<file path="src/rtl/adcc_pkg.sv">
// constants, types and helpers of the converter control block
// assumes a 50 MHz system clock and a plain sample clock input
package adcc_pkg;
    // apb register map, byte addresses
    localparam int ADDR_W = 12;
    localparam int DATA_W = 32;
    localparam logic [11:0] OFS_CTRL = 12'h000;
    localparam logic [11:0] OFS_STATUS = 12'h004;
    localparam logic [11:0] OFS_INT_STAT = 12'h008;
    localparam logic [11:0] OFS_INT_MASK = 12'h00C;
    // control register: calibration length in sample cycles
    localparam int CTRL_TRIM_LEN_LSB = 0;
    localparam int TRIM_LEN_W = 16;
    localparam logic [15:0] TRIM_LEN_RST = 16'h0400;
    // interrupt bit positions
    localparam int INT_W = 4;
    localparam int INT_TRIM_DONE = 0;
    localparam int INT_PD_ENTER = 1;
    localparam int INT_PD_EXIT = 2;
    localparam int INT_OOR = 3;
    localparam logic [3:0] INT_MASK_RST = 4'h0;
    // status register field positions
    localparam int STAT_STATE_LSB = 0;
    localparam int STAT_TRIM_ACT = 2;
    localparam int STAT_OUT_OFF = 3;
    localparam int STAT_PINS_LSB = 4;
    // power-up wait exponents and counts in sample cycles
    localparam int WAIT_SHORT_EXP = 24;
    localparam int WAIT_LONG_EXP = 30;
    localparam int unsigned WAIT_SHORT_CYC = 2 ** WAIT_SHORT_EXP;
    localparam int unsigned WAIT_LONG_CYC = 2 ** WAIT_LONG_EXP;
    localparam int WAIT_CNT_W = 31;
    // request qualification: cycles low, then cycles high
    localparam logic [3:0] REQ_LOW_CYC = 4'hA;
    localparam logic [3:0] REQ_HIGH_CYC = 4'hA;
    // conversion pipeline
    localparam int CODE_W = 8;
    localparam int SAMPLE_W = 10;
    localparam int PIPE_DEPTH = 8;
    localparam int LAT_PRIMARY = 7;
    localparam int LAT_DELAYED = 8;

    // sequencer states
    typedef enum logic [1:0] {
        st_wait = 2'b00,
        st_run = 2'b01,
        st_trim = 2'b10,
        st_down = 2'b11
    } adcc_state_type;

    // clip a signed sample to an offset binary code with its range flag
    function automatic logic [8:0] adcc_clip(input logic signed [9:0] v);
        logic [8:0] r;
        r = 9'h000;
        if (v > 10'sd127) begin
            r = {1'b1, 8'hFF};
        end else if (v < -10'sd128) begin
            r = {1'b1, 8'h00};
        end else begin
            r = {1'b0, v[7:0] ^ 8'h80};
        end
        return r;
    endfunction
endpackage

</file>
<file path="src/rtl/adcc_pipe_if.sv">
// signals between the control top and the pipeline store
// assumes both ends share the system clock
`timescale 1ns/1ps
interface adcc_pipe_if;
    logic push; // one-cycle pulse, a new word enters
    logic [8:0] word_in; // {range flag, code}
    logic [8:0] word_a; // word seven samples old
    logic [8:0] word_b; // word eight samples old
    modport ctrl (output push, output word_in, input word_a, input word_b);
    modport store (input push, input word_in, output word_a, output word_b);
endinterface

</file>
<file path="src/rtl/adcc_top.sv">
// converter control top: pin sequencing, calibration, output stage, apb registers
// assumes an apb master on i_sys_clk and pins asynchronous to it
// Operation
// flag words beyond full scale
// power-down pin high tristates outputs
// receiver discards pipeline after wake
// finish running calibration before power-down
// power-down at power-up holds wait count
// ignore calibration requests while powered down
// data changes on strobe edge chosen
// power-up wait two to 24 or 30
// calibration indicator high while calibrating
// swing select sets drive current
// output words are offset binary
// span select chooses 800 or 600 mV
// coupling select chooses common mode source
// primary latency seven, delayed eight
// request low ten then high ten
// request high at power-up skips calibration
// synchronise control pins before use
// range flag aligned with its word
`timescale 1ns/1ps
module adcc_top #(
    parameter int unsigned P_WAIT_SHORT = adcc_pkg::WAIT_SHORT_CYC,
    parameter int unsigned P_WAIT_LONG = adcc_pkg::WAIT_LONG_CYC
) (
    input wire logic i_sys_clk,
    input wire logic i_nrst,
    input wire logic i_sample_clk,
    input wire logic [adcc_pkg::SAMPLE_W-1:0] i_sample_value,
    input wire logic i_power_down_pin,
    input wire logic i_trim_request_pin,
    input wire logic i_trim_wait_select,
    input wire logic i_data_edge_select,
    input wire logic i_output_swing_select,
    input wire logic i_input_span_select,
    input wire logic i_coupling_mode_select,
    input wire logic i_psel,
    input wire logic i_penable,
    input wire logic i_pwrite,
    input wire logic [adcc_pkg::ADDR_W-1:0] i_paddr,
    input wire logic [adcc_pkg::DATA_W-1:0] i_pwdata,
    output logic [adcc_pkg::DATA_W-1:0] o_prdata,
    output logic o_pready,
    output logic o_pslverr,
    output logic o_irq,
    output logic [adcc_pkg::CODE_W-1:0] o_data_a,
    output logic [adcc_pkg::CODE_W-1:0] o_data_b,
    output logic o_out_of_range,
    output logic o_output_strobe,
    output logic o_out_oe_n,
    output logic o_trim_active,
    output logic o_drive_3ma,
    output logic o_span_800,
    output logic o_cm_internal
);
    import adcc_pkg::*;

    // pin synchronisers: first stage feeds only the second
    logic [7:0] pin_s1_r; // first stage, pins
    logic [7:0] pin_s2_r; // second stage, safe to use
    logic [SAMPLE_W-1:0] smp_s1_r; // first stage, sample value
    logic [SAMPLE_W-1:0] smp_s2_r; // second stage, sample value
    logic sclk_d_r; // last synced sample clock
    logic tick; // falling sample clock edge seen

    // named views of the synchronised pins
    logic sclk_s, pd_s, req_s, wait_sel_s, edge_s, swing_s, span_s, cm_s;

    // sequencer
    adcc_state_type state_r; // sequencer state
    logic [WAIT_CNT_W-1:0] cnt_r; // wait or calibration cycle count
    logic first_r; // no sample edge seen since reset
    logic [WAIT_CNT_W-1:0] wait_last; // last count of the power-up wait
    logic out_off; // outputs held in high impedance

    // request qualifier
    logic [3:0] low_cnt_r; // low ticks, saturating
    logic [3:0] high_cnt_r; // high ticks after arming
    logic armed_r; // enough low cycles seen
    logic trim_go; // request qualified this tick

    // output stage
    logic phase_r; // demux phase, buses update while low

    // registers
    logic [TRIM_LEN_W-1:0] trim_len_r; // calibration length in sample cycles
    logic [INT_W-1:0] int_stat_r; // sticky event bits
    logic [INT_W-1:0] int_mask_r; // interrupt enables
    logic [INT_W-1:0] int_set; // events this cycle
    logic int_clr; // status read completes
    logic setup; // apb setup phase
    logic access; // apb access completes this cycle
    logic hit; // address maps to a register

    adcc_pipe_if pif ();

    // two flip-flops on every asynchronous input
    always_ff @(posedge i_sys_clk or negedge i_nrst) begin
        if (!i_nrst) begin
            pin_s1_r <= 8'h00;
            pin_s2_r <= 8'h00;
            smp_s1_r <= 10'h000;
            smp_s2_r <= 10'h000;
        end else begin
            pin_s1_r <= {i_sample_clk, i_power_down_pin, i_trim_request_pin,
                         i_trim_wait_select, i_data_edge_select,
                         i_output_swing_select, i_input_span_select,
                         i_coupling_mode_select};
            pin_s2_r <= pin_s1_r;
            smp_s1_r <= i_sample_value;
            smp_s2_r <= smp_s1_r;
        end
    end

    assign sclk_s = pin_s2_r[7];
    assign pd_s = pin_s2_r[6];
    assign req_s = pin_s2_r[5];
    assign wait_sel_s = pin_s2_r[4];
    assign edge_s = pin_s2_r[3];
    assign swing_s = pin_s2_r[2];
    assign span_s = pin_s2_r[1];
    assign cm_s = pin_s2_r[0];

    // sample clock edge finder on the synced level
    always_ff @(posedge i_sys_clk or negedge i_nrst) begin
        if (!i_nrst) begin
            sclk_d_r <= 1'b0;
        end else begin
            sclk_d_r <= sclk_s;
        end
    end

    assign tick = sclk_d_r & ~sclk_s;

    // pipeline feed: one coded word per falling sample edge
    assign pif.push = tick;
    assign pif.word_in = adcc_clip(smp_s2_r);

    adcc_pipe u_pipe (
        .i_sys_clk(i_sys_clk),
        .i_nrst(i_nrst),
        .pif(pif)
    );

    // power-up wait length from its select pin
    assign wait_last = wait_sel_s ? WAIT_CNT_W'(P_WAIT_LONG - 1) :
                                    WAIT_CNT_W'(P_WAIT_SHORT - 1);

    // tristate while down or held down in the power-up wait
    assign out_off = (state_r == st_down) || ((state_r == st_wait) && pd_s);

    // request qualifier: ten low ticks arm, ten high ticks fire
    always_ff @(posedge i_sys_clk or negedge i_nrst) begin
        if (!i_nrst) begin
            low_cnt_r <= 4'h0;
            high_cnt_r <= 4'h0;
            armed_r <= 1'b0;
        end else if (tick) begin
            if (state_r == st_down || pd_s) begin
                // nothing seen while down may count later
                low_cnt_r <= 4'h0;
                high_cnt_r <= 4'h0;
                armed_r <= 1'b0;
            end else if (!req_s) begin
                // counting low cycles, a high phase restarts
                high_cnt_r <= 4'h0;
                if (low_cnt_r != REQ_LOW_CYC) begin
                    low_cnt_r <= low_cnt_r + 4'h1;
                end
                if (low_cnt_r >= REQ_LOW_CYC - 4'h1) begin
                    armed_r <= 1'b1;
                end
            end else begin
                // high after arming counts toward the start
                low_cnt_r <= 4'h0;
                if (armed_r) begin
                    if (trim_go) begin
                        high_cnt_r <= 4'h0;
                        armed_r <= 1'b0;
                    end else begin
                        high_cnt_r <= high_cnt_r + 4'h1;
                    end
                end else begin
                    high_cnt_r <= 4'h0;
                end
            end
        end
    end

    // tenth high tick after arming starts calibration
    assign trim_go = tick && armed_r && req_s && !pd_s && (state_r != st_down)
                     && (high_cnt_r == REQ_HIGH_CYC - 4'h1);

    // sequencer: power-up wait, run, calibrate, powered down
    always_ff @(posedge i_sys_clk or negedge i_nrst) begin
        if (!i_nrst) begin
            state_r <= st_wait;
            cnt_r <= '0;
            first_r <= 1'b1;
        end else if (tick) begin
            first_r <= 1'b0;
            case (state_r)
                st_wait: begin
                    if (first_r && req_s) begin
                        // request high at power-up: skip calibration
                        state_r <= st_run;
                        cnt_r <= '0;
                    end else if (!pd_s) begin
                        // wait counts only while the pin is low
                        if (cnt_r == wait_last) begin
                            state_r <= st_trim;
                            cnt_r <= '0;
                        end else begin
                            cnt_r <= cnt_r + 1'b1;
                        end
                    end
                end
                st_run: begin
                    if (pd_s) begin
                        state_r <= st_down;
                    end else if (trim_go) begin
                        state_r <= st_trim;
                        cnt_r <= '0;
                    end
                end
                st_trim: begin
                    // the whole sequence runs even with power-down raised
                    if (cnt_r == WAIT_CNT_W'(trim_len_r) - 1'b1 || trim_len_r == '0) begin
                        state_r <= pd_s ? st_down : st_run;
                        cnt_r <= '0;
                    end else begin
                        cnt_r <= cnt_r + 1'b1;
                    end
                end
                st_down: begin
                    if (!pd_s) begin
                        state_r <= st_run;
                    end
                end
                default: begin
                    state_r <= st_wait;
                    cnt_r <= '0;
                end
            endcase
        end
    end

    // output stage: buses update every other tick
    always_ff @(posedge i_sys_clk or negedge i_nrst) begin
        if (!i_nrst) begin
            phase_r <= 1'b0;
            o_data_a <= 8'h00;
            o_data_b <= 8'h00;
            o_out_of_range <= 1'b0;
            o_output_strobe <= 1'b0;
            o_out_oe_n <= 1'b1;
        end else if (tick) begin
            if (out_off) begin
                // outputs released, demux realigned for the wake
                phase_r <= 1'b0;
                o_data_a <= 8'h00;
                o_data_b <= 8'h00;
                o_out_of_range <= 1'b0;
                o_output_strobe <= 1'b0;
                o_out_oe_n <= 1'b1;
            end else begin
                phase_r <= ~phase_r;
                o_out_oe_n <= 1'b0;
                if (!phase_r) begin
                    // new words with the selected strobe edge
                    o_data_a <= pif.word_a[7:0];
                    o_data_b <= pif.word_b[7:0];
                    o_out_of_range <= pif.word_a[8] | pif.word_b[8];
                    o_output_strobe <= edge_s;
                end else begin
                    // opposite strobe edge mid word
                    o_output_strobe <= ~edge_s;
                end
            end
        end
    end

    // static mode outputs and calibration indicator
    always_ff @(posedge i_sys_clk or negedge i_nrst) begin
        if (!i_nrst) begin
            o_trim_active <= 1'b0;
            o_drive_3ma <= 1'b0;
            o_span_800 <= 1'b0;
            o_cm_internal <= 1'b1;
        end else begin
            o_trim_active <= (state_r == st_trim);
            o_drive_3ma <= swing_s;
            o_span_800 <= span_s;
            o_cm_internal <= ~cm_s;
        end
    end

    // event sources for the sticky status bits
    always_comb begin
        int_set = '0;
        if (tick) begin
            int_set[INT_TRIM_DONE] = (state_r == st_trim) &&
                (cnt_r == WAIT_CNT_W'(trim_len_r) - 1'b1 || trim_len_r == '0);
            int_set[INT_PD_ENTER] = (state_r == st_run) && pd_s;
            // pipeline words after this are stale until flushed
            int_set[INT_PD_EXIT] = (state_r == st_down) && !pd_s;
            int_set[INT_OOR] = !out_off && !phase_r &&
                (pif.word_a[8] | pif.word_b[8]);
        end
    end

    // apb phase decode
    assign setup = i_psel && !i_penable;
    assign access = i_psel && i_penable && o_pready;
    assign hit = (i_paddr == OFS_CTRL) || (i_paddr == OFS_STATUS) ||
                 (i_paddr == OFS_INT_STAT) || (i_paddr == OFS_INT_MASK);
    assign int_clr = access && !i_pwrite && (i_paddr == OFS_INT_STAT);

    // apb answer, prepared in the setup cycle
    always_ff @(posedge i_sys_clk or negedge i_nrst) begin
        if (!i_nrst) begin
            o_pready <= 1'b0;
            o_pslverr <= 1'b0;
            o_prdata <= '0;
        end else begin
            o_pready <= setup;
            o_pslverr <= setup && !hit;
            if (setup && !i_pwrite) begin
                case (i_paddr)
                    OFS_CTRL: o_prdata <= 32'(trim_len_r);
                    OFS_STATUS: begin
                        o_prdata <= '0;
                        o_prdata[STAT_STATE_LSB +: 2] <= state_r;
                        o_prdata[STAT_TRIM_ACT] <= (state_r == st_trim);
                        o_prdata[STAT_OUT_OFF] <= out_off;
                        o_prdata[STAT_PINS_LSB +: 7] <= pin_s2_r[6:0];
                    end
                    OFS_INT_STAT: o_prdata <= 32'(int_stat_r | int_set);
                    OFS_INT_MASK: o_prdata <= 32'(int_mask_r);
                    default: o_prdata <= '0;
                endcase
            end else if (setup) begin
                o_prdata <= '0;
            end
        end
    end

    // writable registers
    always_ff @(posedge i_sys_clk or negedge i_nrst) begin
        if (!i_nrst) begin
            trim_len_r <= TRIM_LEN_RST;
            int_mask_r <= INT_MASK_RST;
        end else if (access && i_pwrite) begin
            if (i_paddr == OFS_CTRL) begin
                trim_len_r <= i_pwdata[CTRL_TRIM_LEN_LSB +: TRIM_LEN_W];
            end
            if (i_paddr == OFS_INT_MASK) begin
                int_mask_r <= i_pwdata[INT_W-1:0];
            end
        end
    end

    // sticky events: a read clears, a new event wins
    always_ff @(posedge i_sys_clk or negedge i_nrst) begin
        if (!i_nrst) begin
            int_stat_r <= '0;
        end else begin
            int_stat_r <= (int_stat_r & ~{INT_W{int_clr}}) | int_set;
        end
    end

    // level interrupt from unmasked sticky bits
    always_ff @(posedge i_sys_clk or negedge i_nrst) begin
        if (!i_nrst) begin
            o_irq <= 1'b0;
        end else begin
            o_irq <= |(int_stat_r & int_mask_r);
        end
    end
endmodule

</file>
<file path="src/rtl/adcc_pipe.sv">
// conversion pipeline store: a shift line of coded words
// assumes push arrives at most once per sample period
`timescale 1ns/1ps
module adcc_pipe (
    input wire logic i_sys_clk,
    input wire logic i_nrst,
    adcc_pipe_if.store pif
);
    import adcc_pkg::*;

    // stage n holds the word pushed n+1 pushes ago
    logic [8:0] stage_r [0:PIPE_DEPTH-1];

    // shift on each push
    always_ff @(posedge i_sys_clk or negedge i_nrst) begin
        if (!i_nrst) begin
            for (int i = 0; i < PIPE_DEPTH; i++) begin
                stage_r[i] <= 9'h000;
            end
        end else if (pif.push) begin
            stage_r[0] <= pif.word_in;
            for (int i = 1; i < PIPE_DEPTH; i++) begin
                stage_r[i] <= stage_r[i-1];
            end
        end
    end

    // read before the shift: stage 6 is seven pushes old at a push
    assign pif.word_a = stage_r[LAT_PRIMARY-1];
    assign pif.word_b = stage_r[LAT_DELAYED-1];
endmodule

</file>
<file path="config.mk">
export PLATFORM = sky130hd
export DESIGN_NAME = adcc_top
export DESIGN_NICKNAME = d
export VERILOG_FILES = /design/src/rtl/adcc_pkg.sv /design/src/rtl/adcc_pipe_if.sv /design/src/rtl/adcc_top.sv /design/src/rtl/adcc_pipe.sv
export SDC_FILE = /design/constraint.sdc
export NUM_CORES = 1
export LEC_CHECK = 0
export ABC_AREA = 1
export BUFFER_PORTS_ARGS = -buffer_cell sky130_fd_sc_hd__buf_2
export CORE_ASPECT_RATIO = 2
export CORE_UTILIZATION = 50
export CTS_CLUSTER_DIAMETER = 200
export DETAILED_ROUTE_END_ITERATION = 10
export PLACE_DENSITY_LB_ADDON = 0.1
export SYNTH_ARGS = -nofsm -noshare
export SYNTH_HDL_FRONTEND = slang
export SYNTH_SLANG_ARGS = --single-unit
</file>
<file path="constraint.sdc">
create_clock -name i_sys_clk -period 2.15 [get_ports i_sys_clk]
set_input_delay 0.215 -clock i_sys_clk [delete_from_list [all_inputs] [get_ports i_sys_clk]]
set_output_delay 0.215 -clock i_sys_clk [all_outputs]
set_load 0.005 [all_outputs]
</file>
After elaboration in Yosys (flattened, before gate mapping) --
Index checks and enable logic that the tools add are counted.
Operators by class: add/sub/neg operators 4, $mul 0, div/mod/pow operators 0, order comparisons 3, eq/ne operators 19, shifts and indexed selects 0, mux-type cells 45, bitwise gates (word level) 12, reductions and logical operators 47
Operator list (number):
- two-way mux 31 bit | 6
- case mux 32 bit (4 select lines) | 1
- case mux 31 bit (3 select lines) | 1
- two-way mux 32 bit | 2
- two-way mux 4 bit | 8
- two-way mux 8 bit | 4
- adder 31 x 1 -> 31 bit, second input constant | 1
- == test 31 x 30 -> 1 bit | 1
- == test 31 bit | 1
- two-way mux 30 bit | 1
- == test 12 x 4 -> 1 bit, second input constant | 2
- logical AND 1 bit | 20
- two-way mux 9 bit | 2
- subtractor 16 x 1 -> 17 bit, second input constant | 1
- logical NOT 16 bit | 1
- two-way mux 2 bit | 8
- == test 12 x 3 -> 1 bit, second input constant | 1
- logical NOT 12 bit | 1
- two-way mux 1 bit | 11
- > comparator 10 x 8 -> 1 bit, second input constant | 1
- less-than comparator 10 x 8 -> 1 bit, second input constant | 1
- != test 2 bit, second input constant | 5
- AND reduction 2 bit | 5
- nonzero test 3 bit | 3
- 24 further kinds | 42
Word-level totals: register bits 235, bits in latches 0, memory bits (writable) 0, bits in read-only memories 0, output and inout port bits 58, memories 0

Longest topological paths before layout --
Gate-level depths: netlist of the first run.
depth after elaboration 11, depth in mapped cells 20, gate-level depth less buffers 20

Cells and area by module --
From an unflattened synthesis of the first run, not the netlist that was laid out.
Unflattened totals: cell total of the unflattened synthesis 1188, area, all modules 10257.3 µm²
Modules (own cells, without submodules):
- adcc_top | times used 1, cells an instance 866, area an instance 7373.3 µm², sequential area each 3683.5 µm²
- adcc_pipe | times used 1, cells an instance 322, area an instance 2884.0 µm², sequential area each 1801.7 µm²

Worst setup path before layout of the first run --
OpenSTA, ideal clock, no wires.
path kind reg2reg, start point reg state_r[1], end point reg cnt_r[21], setup time 0.112 ns, arrival 2.004 ns, slack 0.034 ns, cell stages (with the launch flop) 16, buffers on the path 0, clock period less this slack 2.116 ns, cell sequence dfrtp_1 inv_1 ha_1 inv_1 a21oi_1 inv_1 o21ai_1 nor2_2 nand2_4 inv_4 nand4_1 or2_1 nor2_2 or2_2 nand3_2 inv_2
Between the ends: longest elaborated chain between the ends 5
Ends and longest elaborated chain:
- from (decl) | line adcc_top.sv:71 | adcc_state_type state_r;
- from (signal assigned) | line adcc_top.sv:198 | state_r <= st_wait;
- from (signal assigned) | line adcc_top.sv:207 | state_r <= st_run;
- from (signal assigned) | line adcc_top.sv:212 | state_r <= st_trim;
- != test 2 bit | line adcc_top.sv:192 | assign trim_go = tick && armed_r && req_s && !pd_s && (state_r != st_down)
- logical AND 1 bit | line adcc_top.sv:192
- logical AND 1 bit | line adcc_top.sv:193 | && (high_cnt_r == REQ_HIGH_CYC - 4'h1);
- != test 2 bit (no line)
- AND reduction 5 bit (no line)
- to (signal assigned) | line adcc_top.sv:215 | cnt_r <= cnt_r + 1'b1;
- to (signal assigned) | line adcc_top.sv:233 | cnt_r <= cnt_r + 1'b1;
- to (decl) | line adcc_top.sv:72 | logic [WAIT_CNT_W-1:0] cnt_r;
Parallel ways exist; a longest one is shown, timed or not. A chain may end at the register's enable or synchronous reset.

Final worst setup path of the first run --
start point reg trim_len_r[0], end point reg cnt_r[20]
Between the ends: longest elaborated chain between the ends 5
Ends and longest elaborated chain:
- from (decl) | line adcc_top.sv:87 | logic [TRIM_LEN_W-1:0] trim_len_r;
- from (signal assigned) | line adcc_top.sv:356 | trim_len_r <= i_pwdata[CTRL_TRIM_LEN_LSB +: TRIM_LEN_W];
- subtractor 16 x 1 -> 17 bit | line adcc_top.sv:229 | if (cnt_r == WAIT_CNT_W'(trim_len_r) - 1'b1 || trim_len_r == '0) begin
- == test 31 bit | line adcc_top.sv:229
- logical OR 1 bit * | line adcc_top.sv:229
- two-way mux 31 bit * | line adcc_top.sv:229
- case mux 31 bit (3 select lines) * | line adcc_top.sv:203 | case (state_r)
Every way passes the cells marked *; elsewhere a longest branch is shown, timed or not.

==> results of run 1 <==
## cell usage in the layout (no fill, tap or decap), types with 16 or more instances in the layout
cell,Yosys,layout
nand2_1,281,273
dfrtp_1,215,211
inv_1,145,136
o21ai_0,94,92
buf_2,2,91
nor2_1,79,70
buf_4,16,70
nand3_1,44,38
dlygate4sd3_1,0,36
a21oi_1,29,26
inv_2,12,21
clkbuf_16,0,21
nand4_1,19,19
nand3_2,12,16
conb_1,1,16
## worst max path at each step
stage                         startpoint               endpoint  slack, ps  cells after the start
6_report       trim_len_r[0]$_DFFE_PN0P_  cnt_r[20]$_DFFE_PN0P_        -40                     17
5_1_grt        trim_len_r[0]$_DFFE_PN0P_  cnt_r[12]$_DFFE_PN0P_       -170                     17
4_1_cts        trim_len_r[1]$_DFFE_PN0P_  cnt_r[20]$_DFFE_PN0P_        -10                     14
3_5_place_dp   trim_len_r[1]$_DFFE_PN0P_  cnt_r[27]$_DFFE_PN0P_       -120                     17
3_3_place_gp   trim_len_r[1]$_DFFE_PN0P_  cnt_r[20]$_DFFE_PN0P_        -70                     14
2_1_floorplan     state_r[1]$_DFFE_PN0P_  cnt_r[21]$_DFFE_PN0P_         30                     15
## layout make-up
class                      count  area [um^2]
clock inverter                10        136.4
multi-input combinational    716         3910
clock buffer                  27        578.1
inverter                     158        595.6
fill                        1709         6890
tap                          259        324.1
timing repair buffer         208         1534
sequential                   219         5490
## what timing repair did
| item | 4_1_cts | 5_1_grt |
|---|---|---|
| buffers inserted | 0 | 6 |
| pin swaps | 3 | 12 |
| hold buffers | 36 | 0 |
| gates cloned | 0 | 1 |
| setup endpoints to repair | 30 | 35 |
| hold endpoints to repair | 97 | 0 |
| gates resized for setup | 19 | 50 |
## worst max-delay path, delay by kind of cell, from the launching register on
kind / cells / cell delay [ps]
AND/OR/NAND/NOR: 12 / 1050
adder cells (fa/ha/maj): 1 / 190
flip-flops: 1 / 390
buffers and inverters: 4 / 430
## flip-flops by register name (all words and copies together), names as in the netlist, 9 cells and up
signal,count
u_pipe.pif.word_a,9
smp_s1_r,10
cnt_r,31
u_pipe.stage_r,54
u_pipe.pif.word_b,9
o_prdata,16
trim_len_r,16
smp_s2_r,10
## cells by family after synthesis
family | after synthesis | share of synthesized area
DFF | 219 | 0.5500
muxes | 1 | 0.001129
other | 1 | 0.0003760
adders and majority gates | 12 | 0.01505
xor gates and xnor gates | 21 | 0.01844
AOI/OAI and AO/OA | 171 | 0.1010
buffers and inverters | 204 | 0.08594
and+or+nand+nor | 495 | 0.2281
## per-layer routing
metal | vias up | global-route usage | share of wire
met5 | - | 0 | 0
met4 | 0 | 0.1179 | 0.041
met3 | 64 | 0.03369 | 0.033
li1 | 3971 | - | -
met1 | 3912 | 0.2698 | 0.36
met2 | 140 | 0.4821 | 0.56
## stage by stage
| stage | cells | instance area (um^2) |
|---|---|---|
| after global routing | 1597 | 12570 |
| after CTS | 1590 | 12330 |
| after global placement | 1517 | 11200 |
| after floorplan | 1139 | 10030 |
| after detailed placement | 1517 | 11200 |
| final | 1597 | 12570 |
## cell usage after synthesis, types with 2 or more instances
cell type    n  area, um^2
a31oi_1      2       12.51
nor2_1      79       296.5
nor3_1      12       60.06
clkbuf_1    23       86.33
nand2_4      2       22.52
ha_1        12       150.1
nand2_1    281        1055
xnor2_1      6       52.55
dfrtp_1    215        5380
o21bai_1     2       15.01
a32o_1      13       130.1
a22o_1       8       70.07
nand3_1     44       220.2
a21oi_1     29       145.1
nor3_2       2       20.02
dfstp_2      4       105.1
nand4_1     19       118.9
o21ai_1      2       10.01
nor4_1       7       43.79
or2_2        5       31.28
buf_4       16       120.1
buf_6        2       22.52
nand2_2      2       12.51
nor2_4       2       22.52
o22ai_1     11       68.82
nand3b_1     7       52.55
a221oi_1     3       26.28
nand3_2     12       120.1
buf_1        2       7.510
o21ai_0     94       470.5
xor2_1      15       131.4
inv_2       12       45.04
nand4_2      2       25.02
inv_1      145       544.3
buf_2        2       10.01
nor2_2      10       62.56
## power by group through the flow
stage	combinational [W]	sequential (W)	clock, W
after global routing	0.00114	0.00477	0.00409
final	0.000986	0.00473	0.00381
after global placement	0.000901	0.00479	0
after floorplan	0.000520	0.00475	0
after detailed placement	0.000924	0.00480	0
after CTS	0.000985	0.00473	0.00392
==> impl_metrics.py, run 1 <==
metrics = {
    "critical_path": {
        "worst_path_most_repeated_cell": "nand2_1",
        "crit_arrival_ps": 2580,
        "slowest_delay_ps": 390,
        "reg2reg_slack_ps": -40,
        "slowest_stage": "dfrtp_1",
        "r2r_start": "trim_len_r[0]$_DFFE_PN0P_",
        "path_cells": "inv_2, ha_4, nand2_8, nor2_4, buf_6, nand2_2, nand2_2, nand2_1, nand2_1, nand2_1, nor2_2, nand4_4, nand4_4, nand3_4, buf_12, nand3b_1, inv_1",
        "critPathMaxFanout": 20,
        "ff2ff_path_depth": 17,
        "required_ps": 2550,
        "r2r-end": "cnt_r[20]$_DFFE_PN0P_",
        "worstSetupEndpointType": "flip-flop",
        "start_kind": "flip-flop",
        "critical_path_class": "flip-flop to flip-flop",
    },
    "sta": {
        "tns_ps": -156.4,
        "finClkSkew_ps": 6.731,
        "relSlewSlack": 0.6172,
        "setup_viol": 10,
        "whs_ps": 18.88,
        "slew_viol_final": 0,
        "min_period_ps": 2187,
        "hold_viol_final": 0,
        "fmax_mhz": 457.2,
        "rsz0062_at_grt": "yes",
        "fin_ws_ps": -37.12,
        "min_period_over_period": 1.017,
        "worst_pin_slew_ps": 574.2,
    },
    "run": {
        "drv_cap": 0,
    },
    "pwr": {
        "power_per_cell_area_mw_per_mm2": 757.8,
        "p_comb_frac": 0.104,
        "switching_share": 0.2462,
        "finalPower_w": 0.009524,
        "ir_worst_vdd_mv": 1.043,
        "p_switching_w": 0.002344,
        "seq_power_share": 0.496,
        "p_int_w": 0.007180,
        "clkPwrFrac": 0.400,
        "leakage_nw": 6.388,
    },
    "die": {
        "dieArea_mm2": 0.02055,
        "die_h_um": 201.7,
        "coreArea_mm2": 0.01946,
        "row_count": 72,
        "die_x_um": 101.9,
        "ios": 125,
        "initial_core_util": 0.5125,
    },
    "placement": {
        "portBuffers": 92,
        "dp_slack_ps": -123.5,
        "gp_congestion": 0.8694,
        "hpwl_um": 17790,
    },
    "synthesis": {
        "synth_cell_types": 56,
        "yosys_most_used_dff": "dfrtp_1",
        "synth-edff-count": 0,
        "netlist_instances": 1124,
        "synthArstFlopShare": 1.000,
        "synth-seq-cells": 219,
        "yosysWarnings": 0,
        "avgSynthCellArea_um2": 8.873,
        "yosysSeqAreaShare": 0.5500,
        "synth_area_mm2": 0.009973,
    },
    "worst_hold_path": {
        "whs_path_depth": 3,
        "hold_start": "i_pwdata[8]",
        "min_path_type": "input pin to flip-flop",
        "worstHoldEndpoint": "trim_len_r[8]$_DFFE_PN0P_",
    },
    "grt": {
        "grt_pass1_wl_um": 40490,
        "grt_max_degree": 86,
        "grt_pass1_vias": 8385,
        "track_usage": 0.2550,
        "gr-total-overflow": 0,
        "grt_antenna_before_repair": 0,
    },
    "final_layout": {
        "post-route-util": 0.6459,
        "n_antenna_cell": 0,
        "layout.nets": 1403,
        "syn_to_final_growth_pct": 26.02,
        "final_layout_size_suffix_gt1_frac": 0.2362,
    },
    "detailed_routing": {
        "wire_per_inst_um": 15.64,
        "ant_nets": 0,
        "viasPerCell": 5.064,
        "num_vias": 8087,
        "detail_route.first_pass.iterations": 5,
        "drc": 0,
        "first_iter_violations": 278,
        "wirelength_um": 24980,
    },
    "clocking": {
        "cts_buffer_depth": 3,
        "cts_root_buffer": "clkbuf_16",
        "cts_buffers": 21,
        "cts.sink_count": 219,
        "cts_tree": "yes",
        "cts-htree-levels": 1,
        "clock_latency_ps": 500,
        "path_clk_slew_ps": 70,
    },
    "run_status": {
        "violations": "negative setup slack",
        "outcome": "complete, but fails checks",
    },
}
(Power assumes the default switching activity.)
==> run 2: changes to the inputs <==
--- a/config.mk
+++ b/config.mk
@@ -6,11 +6,11 @@
 export NUM_CORES = 1
 export LEC_CHECK = 0
 export ABC_AREA = 1
-export BUFFER_PORTS_ARGS = -buffer_cell sky130_fd_sc_hd__buf_2
 export CORE_ASPECT_RATIO = 2
 export CORE_UTILIZATION = 50
 export CTS_CLUSTER_DIAMETER = 200
 export DETAILED_ROUTE_END_ITERATION = 10
+export DONT_BUFFER_PORTS = 1
 export PLACE_DENSITY_LB_ADDON = 0.1
 export SYNTH_ARGS = -nofsm -noshare
 export SYNTH_HDL_FRONTEND = slang
==> run 2 against run 1 <==
The run ends with negative hold slack, negative setup slack left. Wire length shrank 0.86%. Clock power grew 3%. Largest cell class unchanged. Final cell count shrank 5.4%. Clock-buffer cell count shrank 2. Combinational power shrank 21%. Non-clock buffer count shrank 88. Via count shrank 2.6%. Fmax shrank 3.3%. Sequential power is essentially flat. Critical endpoint is now cnt_r[12]$_DFFE_PN0P_. Sequential cell count is the same.
==> impl_metrics.py, run 2 (synthesized netlist as in run 1, its figures left out) <==
metrics = {
    "worst_hold_path": {
        "min_path_type": "input pin to asynchronous set/reset pin",
    },
    "final_layout": {
        "final_common_cell": "nand2_1",
        "reg_top3": "u_pipe.stage_r x54, cnt_r x31",
        "mostFrequentLayoutCells": "nand2_1, dfrtp_1, inv_1",
        "final_layout_size_suffix_gt1_frac": 0.1894,
        "post-route-util": 0.6273,
        "syn_to_final_growth_pct": 22.39,
        "fillCellCount": 1732,
        "largest_reg_flops": 54,
        "layout.nets": 1315,
        "top_register": "u_pipe.stage_r",
        "n_antenna_cell": 0,
    },
    "critical_path": {
        "r2r-end": "cnt_r[12]$_DFFE_PN0P_",
        "r2r_start": "trim_len_r[1]$_DFFE_PN0P_",
        "critPathMaxFanout": 10,
        "reg2reg_slack_ps": -110,
        "ff2ff_path_depth": 15,
        "start_kind": "flip-flop",
        "critical_path_class": "flip-flop to flip-flop",
        "required_ps": 2580,
        "crit_arrival_ps": 2690,
        "worstSetupEndpointType": "flip-flop",
    },
    "placement": {
        "portBuffers": 0,
        "gp_congestion": 0.8562,
        "hpwl_um": 17140,
    },
    "clocking": {
        "clock_latency_ps": 530,
        "cts_buffer_depth": 3,
        "cts.sink_count": 219,
        "cts-htree-levels": 1,
        "cts_buffers": 21,
        "cts_root_buffer": "clkbuf_16",
        "cts_tree": "yes",
        "cts_hold_buffers": 38,
        "path_clk_slew_ps": 70,
    },
    "detailed_routing": {
        "wirelength_um": 24760,
        "num_vias": 7874,
        "detail_route.first_pass.iterations": 4,
        "wire_per_inst_um": 16.40,
        "ant_nets": 0,
        "viasPerCell": 5.215,
        "first_iter_violations": 310,
        "drc": 0,
    },
    "sta": {
        "setup_viol": 29,
        "rsz0062_at_grt": "yes",
        "fin_ws_ps": -111.8,
        "relSlewSlack": 0.6053,
        "min_period_over_period": 1.052,
        "hold_viol_final": 219,
        "slew_viol_final": 0,
        "finClkSkew_ps": 28.09,
        "min_period_ps": 2262,
        "whs_ps": -618.7,
        "fmax_mhz": 442.1,
        "worst_pin_slew_ps": 587.5,
    },
    "pwr": {
        "leakage_nw": 5.986,
        "power_per_cell_area_mw_per_mm2": 773.8,
        "ir_worst_vdd_mv": 0.7781,
    },
    "die": {
        "die_x_um": 101.9,
        "row_count": 72,
        "initial_core_util": 0.5125,
        "coreArea_mm2": 0.01946,
        "ios": 125,
        "dieArea_mm2": 0.02055,
        "die_h_um": 201.7,
    },
    "grt": {
        "grt_pass1_vias": 8169,
        "grt_antenna_before_repair": 0,
        "track_usage": 0.2529,
        "grt_max_degree": 220,
        "gr-total-overflow": 0,
        "grt_pass1_wl_um": 40080,
    },
    "run_status": {
        "violations": "negative hold slack, negative setup slack",
        "outcome": "complete, but fails checks",
    },
    "run": {
        "drv_cap": 0,
    },
}
[run 2: cell count changes in the layout (fill, tap and decap cells not counted), sizes merged]
cell,previous run,this run
buf,172,80
clkinvlp,3,4
dlygate4sd3,36,38
inv,158,160
[run 2: cell type report]
class / count / area [um^2] / share of cell area
tap: 259 / 324.1 / 0.02655
multi-input combinational: 716 / 3979 / 0.3260
clock inverter: 13 / 161.4 / 0.01322
clock buffer: 25 / 570.5 / 0.04674
timing repair buffer: 120 / 1087 / 0.08907
inverter: 158 / 595.6 / 0.04879
sequential: 219 / 5489 / 0.4497
[run 2: report_power, final]
part / switching [W] / internal (W) / total [W]
clock network: 0.00165 / 0.00228 / 0.00393
registers: 0.000236 / 0.00451 / 0.00474
logic: 0.000444 / 0.000331 / 0.000775
[run 2: layer usage]
metal	wire (um)	part of all wire	GRT usage	vias to the layer above
li1	-	-	-	3811
met4	1337	0.054	0.1408	0
met2	13810	0.56	0.4737	147
met5	0	0	0	-
met3	846	0.034	0.03682	75
met1	8773	0.35	0.2588	3841
[run 2: worst max-delay path, cell delays in order, from the launching register on]
cell       delay [ps]
dfrtp_1           400
buf_6             130
nor2_4            120
nand2_4            70
nor2_4            190
buf_6             130
nand3b_1           70
nand2_1            70
nand2_1            60
nor2_2            140
nand4_4           150
nand4_4           140
nand3_4           140
clkbuf_16         210
nand3b_1           90
inv_1              40
[run 2: repair_timing]
item	CTS	global route
cloned	0	2
endpoints found under the setup margin	32	42
gates resized for setup	20	64
pin swaps	12	12
setup buffers	11	5
hold endpoints to repair	263	219
[run 2: stage by stage]
| step | area [um^2] | power, W | instances | setup TNS, ps | setup WS [ps] |
|---|---|---|---|---|---|
| after floorplan | 10030 | 0.005267 | 1139 | 0 | 34.36 |
| after global placement | 10610 | 0.005494 | 1416 | -1194 | -76.15 |
| after detailed placement | 10610 | 0.005523 | 1416 | -3679 | -151.0 |
| after CTS | 11870 | 0.009543 | 1503 | -590.9 | -68.16 |
| after global routing | 12210 | 0.009870 | 1510 | -6391 | -242.6 |
| final | 12210 | 0.009446 | 1510 | -2304 | -111.8 |
[run 2: how the worst max path moves through the flow]
stage	start	endpoint	slack [ps]	depth (start not counted)
finish	trim_len_r[1]$_DFFE_PN0P_	cnt_r[12]$_DFFE_PN0P_	-110	15
floorplan	state_r[1]$_DFFE_PN0P_	cnt_r[21]$_DFFE_PN0P_	30	15
CTS	trim_len_r[1]$_DFFE_PN0P_	cnt_r[20]$_DFFE_PN0P_	-70	15
global placement	state_r[0]$_DFFE_PN0P_	cnt_r[21]$_DFFE_PN0P_	-80	13
global route	trim_len_r[1]$_DFFE_PN0P_	cnt_r[12]$_DFFE_PN0P_	-240	16
detailed placement	trim_len_r[1]$_DFFE_PN0P_	cnt_r[20]$_DFFE_PN0P_	-150	17
